==> src/rtl/irtc_pkg.sv <==
// constants for the timer common control block
package irtc_pkg;
  // register map (byte offsets on the plain register port)
  localparam logic [7:0] ADDR_COMMON_CTL = 8'h01;
  localparam logic [7:0] ADDR_WIDE_CTL = 8'h02;
  // common control field positions
  localparam int BIT_INIT_WIDE = 0;
  localparam int BIT_INIT_NARROW = 1;
  localparam int BIT_SUB_LO = 2;
  localparam int BIT_SUB_HI = 3;
  localparam int BIT_FUNC_LO = 4;
  localparam int BIT_FUNC_HI = 5;
  localparam int BIT_ROUTE = 6;
  localparam int BIT_MODE = 7;
  // power-on defaults
  localparam logic [7:0] COMMON_CTL_RST = 8'h00;
  localparam logic [7:0] WIDE_CTL_RST = 8'h00;
  // bits reloaded by a stop-mode recovery (1 = reloaded)
  localparam logic [7:0] STOP_RELOAD_MASK = 8'hF1;
  // transmit submodes
  localparam logic [1:0] SUB_NORMAL = 2'h0;
  localparam logic [1:0] SUB_PINGPONG = 2'h1;
  localparam logic [1:0] SUB_FORCE0 = 2'h2;
  localparam logic [1:0] SUB_FORCE1 = 2'h3;
  // output combine functions
  localparam logic [1:0] FUNC_AND = 2'h0;
  localparam logic [1:0] FUNC_OR = 2'h1;
  localparam logic [1:0] FUNC_NOR = 2'h2;
  localparam logic [1:0] FUNC_NAND = 2'h3;
  // demodulation glitch filter codes and lengths in clock cycles
  localparam logic [1:0] FILT_NONE = 2'h0;
  localparam logic [1:0] FILT_4 = 2'h1;
  localparam logic [1:0] FILT_8 = 2'h2;
  localparam logic [3:0] FILT_LEN_4 = 4'h4;
  localparam logic [3:0] FILT_LEN_8 = 4'h8;
  // capture edge codes
  localparam logic [1:0] EDGE_FALL = 2'h0;
  localparam logic [1:0] EDGE_RISE = 2'h1;
  localparam logic [1:0] EDGE_BOTH = 2'h2;
  // power-on sequence timing
  localparam int CLK_MHZ = 50;
  localparam int POR_TIME_NS = 1000;
  localparam int POR_CYCLES = (POR_TIME_NS * CLK_MHZ + 999) / 1000;
  localparam int POR_CW = 8;
endpackage

==> src/rtl/irtc_ctrl.sv <==
// common control of the narrow and wide counter/timers
//
// Decided for this implementation: the address-and-strobe port.
`timescale 1ns/1ps
module irtc_ctrl
  import irtc_pkg::*;
(
  // clock and reset
  input wire logic clk_i,
  input wire logic nrst_i,
  // register port
  input wire logic [7:0] addr_i,
  input wire logic [7:0] wdata_i,
  input wire logic wr_i,
  input wire logic rd_i,
  output logic [7:0] rdata_o,
  // supply comparator and stop recovery
  input wire logic supply_low_i,
  input wire logic stop_recover_i,
  output logic sys_rst_n_o,
  // timer datapath side
  input wire logic narrow_timer_raw_i,
  input wire logic wide_timer_raw_i,
  input wire logic port_data_i,
  output logic narrow_timer_init_o,
  output logic wide_timer_init_o,
  output logic pingpong_o,
  output logic demod_mode_o,
  output logic wide_timer_output_o,
  output logic timer_output_pin_o,
  // demodulator pins and events
  input wire logic comparator_capture_pin_i,
  input wire logic alternate_capture_pin_i,
  output logic capture_o,
  output logic shared_external_interrupt_o
);

  logic [2:0] sync1_ff;
  logic [2:0] sync2_ff;
  logic bo_low_s;
  logic [POR_CW-1:0] por_cnt_ff;
  logic rst_hold_ff;
  logic [7:0] ctl_ff;
  logic [7:0] wide_ctl_ff;
  logic init_wide_ff;
  logic init_narrow_ff;
  logic fall_flag_ff;
  logic rise_flag_ff;
  logic filt_ff;
  logic [3:0] filt_cnt_ff;
  logic rise_ev;
  logic fall_ev;
  logic cap_ev;
  logic sel_in_s;
  logic demod;
  logic [1:0] sub_sel;
  logic [1:0] func_sel;
  logic [3:0] filt_len;
  logic combined;
  logic ctl_wr;
  logic nxt_filt;
  logic [7:0] nxt_rdata;

  assign demod = ctl_ff[BIT_MODE];
  assign sub_sel = ctl_ff[BIT_SUB_HI:BIT_SUB_LO];
  assign func_sel = ctl_ff[BIT_FUNC_HI:BIT_FUNC_LO];
  assign ctl_wr = wr_i && (addr_i == ADDR_COMMON_CTL);

  // pins cross into the clock domain through two flops
  always_ff @(posedge clk_i or negedge nrst_i)
  begin
    if (!nrst_i)
    begin
      sync1_ff <= 3'h0;
      sync2_ff <= 3'h0;
    end
    else
    begin
      sync1_ff <= {alternate_capture_pin_i, comparator_capture_pin_i, supply_low_i};
      sync2_ff <= sync1_ff;
    end
  end
  assign bo_low_s = sync2_ff[0];

  assign sel_in_s = ctl_ff[BIT_ROUTE] ? sync2_ff[2] : sync2_ff[1];

  always_ff @(posedge clk_i or negedge nrst_i)
  begin
    if (!nrst_i)
    begin
      por_cnt_ff <= '0;
      rst_hold_ff <= 1'b1;
    end
    else if (bo_low_s)
    begin
      por_cnt_ff <= '0;
      rst_hold_ff <= 1'b1;
    end
    else if (rst_hold_ff)
    begin
      por_cnt_ff <= por_cnt_ff + POR_CW'(1);
      rst_hold_ff <= (por_cnt_ff != POR_CW'(POR_CYCLES - 1));
    end
  end

  always_ff @(posedge clk_i or negedge nrst_i)
  begin
    if (!nrst_i)
      sys_rst_n_o <= 1'b0;
    else
      sys_rst_n_o <= !rst_hold_ff && !bo_low_s;
  end

  // mode and stored fields; D1:D0 are shadowed elsewhere
  always_ff @(posedge clk_i or negedge nrst_i)
  begin
    if (!nrst_i)
      ctl_ff <= COMMON_CTL_RST;
    else if (rst_hold_ff)
      ctl_ff <= COMMON_CTL_RST;
    else if (stop_recover_i)
      ctl_ff <= (ctl_ff & ~STOP_RELOAD_MASK) | (COMMON_CTL_RST & STOP_RELOAD_MASK);
    else if (ctl_wr)
      ctl_ff <= wdata_i;
  end

  // wide timer control layout lives in the timer itself; stored here only
  always_ff @(posedge clk_i or negedge nrst_i)
  begin
    if (!nrst_i)
      wide_ctl_ff <= WIDE_CTL_RST;
    else if (rst_hold_ff)
      wide_ctl_ff <= WIDE_CTL_RST;
    else if (wr_i && (addr_i == ADDR_WIDE_CTL))
      wide_ctl_ff <= wdata_i;
  end

  // initial levels only take writes in transmit mode
  always_ff @(posedge clk_i or negedge nrst_i)
  begin
    if (!nrst_i)
    begin
      init_wide_ff <= COMMON_CTL_RST[BIT_INIT_WIDE];
      init_narrow_ff <= COMMON_CTL_RST[BIT_INIT_NARROW];
    end
    else if (rst_hold_ff)
    begin
      init_wide_ff <= COMMON_CTL_RST[BIT_INIT_WIDE];
      init_narrow_ff <= COMMON_CTL_RST[BIT_INIT_NARROW];
    end
    else if (stop_recover_i)
      init_wide_ff <= COMMON_CTL_RST[BIT_INIT_WIDE];
    else if (ctl_wr && !demod)
    begin
      init_wide_ff <= wdata_i[BIT_INIT_WIDE];
      init_narrow_ff <= wdata_i[BIT_INIT_NARROW];
    end
  end

  always_comb
  begin
    case (sub_sel)
      FILT_4: filt_len = FILT_LEN_4;
      FILT_8: filt_len = FILT_LEN_8;
      default: filt_len = 4'h0;
    endcase
  end

  // input must differ for the whole length before it is taken
  assign nxt_filt = (sel_in_s != filt_ff) && ((filt_cnt_ff + 4'h1) >= filt_len) ? sel_in_s : filt_ff;
  always_ff @(posedge clk_i or negedge nrst_i)
  begin
    if (!nrst_i)
    begin
      filt_ff <= 1'b0;
      filt_cnt_ff <= 4'h0;
    end
    else
    begin
      filt_ff <= nxt_filt;
      if ((sel_in_s == filt_ff) || (nxt_filt != filt_ff))
        filt_cnt_ff <= 4'h0;
      else
        filt_cnt_ff <= filt_cnt_ff + 4'h1;
    end
  end

  assign rise_ev = demod && !filt_ff && nxt_filt && ((func_sel == EDGE_RISE) || (func_sel == EDGE_BOTH));
  assign fall_ev = demod && filt_ff && !nxt_filt && ((func_sel == EDGE_FALL) || (func_sel == EDGE_BOTH));
  assign cap_ev = rise_ev || fall_ev;

  // edge flags: a new edge beats a same-cycle clear
  always_ff @(posedge clk_i or negedge nrst_i)
  begin
    if (!nrst_i)
    begin
      fall_flag_ff <= 1'b0;
      rise_flag_ff <= 1'b0;
    end
    else if (rst_hold_ff)
    begin
      fall_flag_ff <= 1'b0;
      rise_flag_ff <= 1'b0;
    end
    else
    begin
      if (fall_ev)
        fall_flag_ff <= 1'b1;
      else if (ctl_wr && demod && wdata_i[BIT_INIT_WIDE])
        fall_flag_ff <= 1'b0;
      if (rise_ev)
        rise_flag_ff <= 1'b1;
      else if (ctl_wr && demod && wdata_i[BIT_INIT_NARROW])
        rise_flag_ff <= 1'b0;
    end
  end

  always_comb
  begin
    case (func_sel)
      FUNC_AND: combined = narrow_timer_raw_i & wide_timer_raw_i;
      FUNC_OR: combined = narrow_timer_raw_i | wide_timer_raw_i;
      FUNC_NOR: combined = !(narrow_timer_raw_i | wide_timer_raw_i);
      default: combined = !(narrow_timer_raw_i & wide_timer_raw_i);
    endcase
  end

  // read data only in the cycle after the strobe
  always_comb
  begin
    nxt_rdata = 8'h00;
    if (rd_i && (addr_i == ADDR_COMMON_CTL))
    begin
      nxt_rdata = ctl_ff;
      if (demod)
        nxt_rdata[BIT_INIT_NARROW:BIT_INIT_WIDE] = {rise_flag_ff, fall_flag_ff};
      else
        nxt_rdata[BIT_INIT_NARROW:BIT_INIT_WIDE] = {init_narrow_ff, init_wide_ff};
    end
    else if (rd_i && (addr_i == ADDR_WIDE_CTL))
      nxt_rdata = wide_ctl_ff;
  end

  always_ff @(posedge clk_i or negedge nrst_i)
  begin
    if (!nrst_i)
      rdata_o <= 8'h00;
    else
      rdata_o <= nxt_rdata;
  end

  // timer side outputs
  always_ff @(posedge clk_i or negedge nrst_i)
  begin
    if (!nrst_i)
    begin
      narrow_timer_init_o <= 1'b0;
      wide_timer_init_o <= 1'b0;
      pingpong_o <= 1'b0;
      demod_mode_o <= 1'b0;
      wide_timer_output_o <= 1'b0;
      timer_output_pin_o <= 1'b0;
    end
    else
    begin
      narrow_timer_init_o <= init_narrow_ff;
      wide_timer_init_o <= init_wide_ff;
      pingpong_o <= !demod && (sub_sel == SUB_PINGPONG);
      demod_mode_o <= demod;
      if (!demod && (sub_sel == SUB_FORCE0))
        wide_timer_output_o <= 1'b0;
      else if (!demod && (sub_sel == SUB_FORCE1))
        wide_timer_output_o <= 1'b1;
      else
        wide_timer_output_o <= wide_timer_raw_i;
      timer_output_pin_o <= (!demod && ctl_ff[BIT_ROUTE]) ? combined : port_data_i;
    end
  end

  // capture pulse and shared interrupt
  always_ff @(posedge clk_i or negedge nrst_i)
  begin
    if (!nrst_i)
    begin
      capture_o <= 1'b0;
      shared_external_interrupt_o <= 1'b0;
    end
    else
    begin
      capture_o <= cap_ev;
      // comparator pin raises the shared interrupt
      shared_external_interrupt_o <= cap_ev && !ctl_ff[BIT_ROUTE];
    end
  end
endmodule // irtc_ctrl

==> config.mk <==
export PLATFORM = sky130hd
export DESIGN_NAME = irtc_ctrl
export DESIGN_NICKNAME = d
export VERILOG_FILES = /design/src/rtl/irtc_pkg.sv /design/src/rtl/irtc_ctrl.sv
export SDC_FILE = /design/constraint.sdc
export NUM_CORES = 1
export LEC_CHECK = 0
export BUFFER_PORTS_ARGS = -buffer_cell sky130_fd_sc_hd__buf_4
export CORE_MARGIN = 4
export CORE_UTILIZATION = 55
export DETAILED_ROUTE_END_ITERATION = 16
export PLACE_DENSITY = 0.79
export SYNTH_ARGS = -nofsm -noshare
export SYNTH_HDL_FRONTEND = slang
export SYNTH_SLANG_ARGS = --single-unit
==> constraint.sdc <==
create_clock -name clk_i -period 2.4 [get_ports clk_i]
set_input_delay 0.48 -clock clk_i [delete_from_list [all_inputs] [get_ports clk_i]]
set_output_delay 0.48 -clock clk_i [all_outputs]
set_load 0.01 [all_outputs]
==> flow_summary.json <==
{
  "cts_buffer_count": 5,
  "core_area_um2": 4380,
  "clock_tree.buffer_depth": 2,
  "static-leakage-power_nw": 1.37,
  "insertion_delay_ns": 0.30,
  "number_of_diodes": 0,
  "worst_setup_path_start_kind": "flop",
  "timing.critical_path.to_type": "flop",
  "cts.repair_timing.setup_buffer_count": 0,
  "final_max_slew_viol_count": 0,
  "hold_viol_final": 0,
  "die_w_um": 75.7,
  "p_total_w": 0.00176,
  "setup.reg_to_reg.worst_slack_ns": 0.26,
  "synth_sequential_area_ratio_pct": 54.6,
  "first_pass_grt_wire_length_um": 8830,
  "yosys-top-cells-count": "sky130_fd_sc_hd__dfrtp_1 (54), sky130_fd_sc_hd__nand2_1 (25), sky130_fd_sc_hd__ha_1 (10), sky130_fd_sc_hd__mux2i_1 (10)",
  "htree_levels": 2,
  "first_pass_iters": 5,
  "layout_min_cycle_time_ns": 2.14,
  "fin_worst_skew_ns": 0.00847,
  "final-seq-area_um2": 1380,
  "synth_cell_type_count": 43,
  "design_area_um2": 3050,
  "syn-mean-instance-area_um2": 11.3,
  "globalplace.congestion": 0.929,
  "nets": 307,
  "clock-sinks": 55,
  "yosys_most_used_dff": "sky130_fd_sc_hd__dfrtp_1",
  "vias_per_cell": 5.91,
  "worst_r2r_path_depth": 6,
  "tritoncts": "yes",
  "io_buffers": 43,
  "globalRouteTotalUtil_pct": 20.5,
  "cp_cell_instances": "ha_1 > xnor2_1 > ha_1 > and3_1 > or3_1 > mux2_2",
  "drv.max_cap_violation_count": 0,
  "drt_first_iter_violations": 114,
  "max-vdd-ir-drop_mv": 0.334,
  "synthMostInstantiatedCell": "sky130_fd_sc_hd__dfrtp_1",
  "placementRows": 24,
  "place_area_um2": 2920,
  "critical_path.reg2reg.endpoint": "filt_ff$_DFF_PN0_",
  "hold_class": "input port to async pin",
  "wire_per_inst_um": 16.6,
  "clkTransAtPathRegs_ns": 0.09,
  "antenna_violations_before_repair": 0,
  "layout_cells_sized_above_1_pct": 25.8,
  "finalCritPeriodShare_pct": 89.1,
  "pwr_density_cell_nw_per_um2": 579,
  "die_area_um2": 5740,
  "rsz_0062_raised_after_global_routing": "no",
  "holdBufCountCts": 0,
  "cp.required_ns": 2.59,
  "setup-tns-final_ns": 0,
  "maxClockFrequency_mhz": 467,
  "yosys-top-cells-area": "sky130_fd_sc_hd__dfrtp_1 (54%), sky130_fd_sc_hd__ha_1 (5.0%), sky130_fd_sc_hd__mux2i_1 (4.0%)",
  "num_vias": 1909,
  "timing.critical_path.arrival_ns": 2.33,
  "synthesis.yosys.warnings": 0,
  "crit_type": "flop to flop",
  "fill_cells": 341,
  "status": "finished, final reports clean",
  "post-dp-hpwl_um": 3770,
  "synth_top_area_cell": "sky130_fd_sc_hd__dfrtp_1",
  "cp_slowest_stage_delay_ns": 0.44,
  "detail_route.drc_violations": 0,
  "number_of_global_route_vias_before_repair": 1918,
  "synth-edff-count": 0,
  "grt_start_max_net_pins": 56,
  "post_synthesis_cells": 223,
  "worst_path_max_delay_cell": "sky130_fd_sc_hd__or3_1",
  "area_delta_synth_final_pct": 20.8,
  "rr_startpoint": "filt_cnt_ff[0]$_DFF_PN0_",
  "report.final.setup_viol": 0,
  "multi_input_comb_area_um2": 1080,
  "ys_seq_elements": 55,
  "drt-total-wl_um": 5360,
  "global_route.overflow_total": 0,
  "postRouteAntennaNets": 0,
  "yosys.area.top_type_share_pct": 53.5,
  "floorplan.die.height_um": 75.7,
  "synthesis.nets": 260,
  "cts_resized": 0,
  "ctsRootBufferMaster": "sky130_fd_sc_hd__clkbuf_8",
  "initial_core_util_pct": 57.6,
  "synth_area_um2": 2520,
  "max_slew.worst_pin.slew_ns": 0.669,
  "path_common_cell": "sky130_fd_sc_hd__ha_1",
  "synth_async_sr_flop_share_pct": 100,
  "io_pins": 44,
  "crit_fanout": 5,
  "slew_headroom_pct": 55.4
}
-- cell families (layout without fill, tap and decap cells) --
group,Yosys count,count (layout),share of synthesized area (%)
AND/OR/NAND/NOR,80,80,17.9
XOR/XNOR,7,7,2.43
flip-flops,55,55,54.6
AO/OA/AOI/OAI,42,42,11.8
adder cells (fa/ha/maj),10,10,4.96
multiplexers,14,14,5.75
buffers and inverters,15,63,2.53
-- registers in the layout, indices dropped and copies added (netlist names), 3 cells and up --
| signal | count |
|---|---|
| wide_ctl_ff | 8 |
| filt_cnt_ff | 4 |
| sync1_ff | 3 |
| rdata_o | 8 |
| ctl_ff | 6 |
| sync2_ff | 3 |
| por_cnt_ff | 8 |
-- worst max-delay path by stage --
stage	slack [ns]	startpoint	to
2_1_floorplan	0.34	filt_cnt_ff[0]$_DFF_PN0_	filt_ff$_DFF_PN0_
3_3_place_gp	0.31	filt_cnt_ff[0]$_DFF_PN0_	filt_ff$_DFF_PN0_
3_5_place_dp	0.29	filt_cnt_ff[0]$_DFF_PN0_	filt_ff$_DFF_PN0_
4_1_cts	0.26	filt_cnt_ff[0]$_DFF_PN0_	filt_ff$_DFF_PN0_
5_1_grt	0.14	filt_cnt_ff[0]$_DFF_PN0_	filt_ff$_DFF_PN0_
6_report	0.26	filt_cnt_ff[0]$_DFF_PN0_	filt_ff$_DFF_PN0_
-- cell type report --
| cell class | instances | share of cell area [%] |
|---|---|---|
| Multi-Input combinational cell | 153 | 35.5 |
| Sequential cell | 55 | 45.2 |
| Timing Repair Buffer | 49 | 12.1 |
| Clock buffer | 6 | 2.38 |
| Tap cell | 52 | 2.13 |
| Clock inverter | 2 | 1.97 |
| Inverter | 6 | 0.739 |
-- stage by stage --
step / hold WS (ns) / utilization (%) / setup slack [ns] / cells
2_1_floorplan: 0.184 / - / 0.340 / 223
3_3_place_gp: 0.333 / 66.5 / 0.311 / 315
3_5_place_dp: 0.336 / 66.5 / 0.289 / 315
4_1_cts: 0.228 / 69.5 / 0.264 / 323
5_1_grt: 0.253 / 69.5 / 0.136 / 323
6_report: 0.203 / 69.5 / 0.260 / 323
-- worst max-delay path: cells and delay by family (launching register included) --
kind	cells	cell delay, ns
flip-flops	1	0.42
multiplexers	1	0.31
adder cells (fa/ha/maj)	2	0.47
AND/OR/NAND/NOR	2	0.64
XOR/XNOR	1	0.19
-- power by group --
group	total (W)	internal, W	switching (W)
registers	0.000949	0.000938	0.0000116
logic	0.000107	0.0000483	0.0000586
clock network	0.000708	0.000417	0.000291
-- cell usage in the layout, fill, tap and decap left out, types with 3 or more instances in the layout --
master / instances
sky130_fd_sc_hd__nor2b_1: 3
sky130_fd_sc_hd__mux2i_1: 10
sky130_fd_sc_hd__nor2_1: 8
sky130_fd_sc_hd__mux2_2: 4
sky130_fd_sc_hd__nor3b_1: 4
sky130_fd_sc_hd__clkbuf_8: 5
sky130_fd_sc_hd__buf_4: 49
sky130_fd_sc_hd__o31ai_1: 6
sky130_fd_sc_hd__xnor2_1: 4
sky130_fd_sc_hd__a22o_1: 9
sky130_fd_sc_hd__nand2b_1: 5
sky130_fd_sc_hd__xor2_1: 3
sky130_fd_sc_hd__a21boi_0: 4
sky130_fd_sc_hd__nand3_1: 4
sky130_fd_sc_hd__or3_1: 3
sky130_fd_sc_hd__nand4_1: 9
sky130_fd_sc_hd__inv_1: 6
sky130_fd_sc_hd__o21ai_0: 3
sky130_fd_sc_hd__ha_1: 10
sky130_fd_sc_hd__nor4_1: 4
sky130_fd_sc_hd__nor3_1: 3
sky130_fd_sc_hd__nand2_1: 25
sky130_fd_sc_hd__a21oi_1: 9
sky130_fd_sc_hd__dfrtp_1: 54
-- metal layers --
layer | GRT usage (%) | wire length [µm] | vias up
met2 | 34.0 | 2700 | 58
met3 | 4.22 | 257 | 10
met4 | 6.99 | 94 | 0
met5 | 0 | 0 | -
li1 | - | - | 900
met1 | 26.6 | 2310 | 941
No activity file was read; power rests on OpenSTA's default activity.
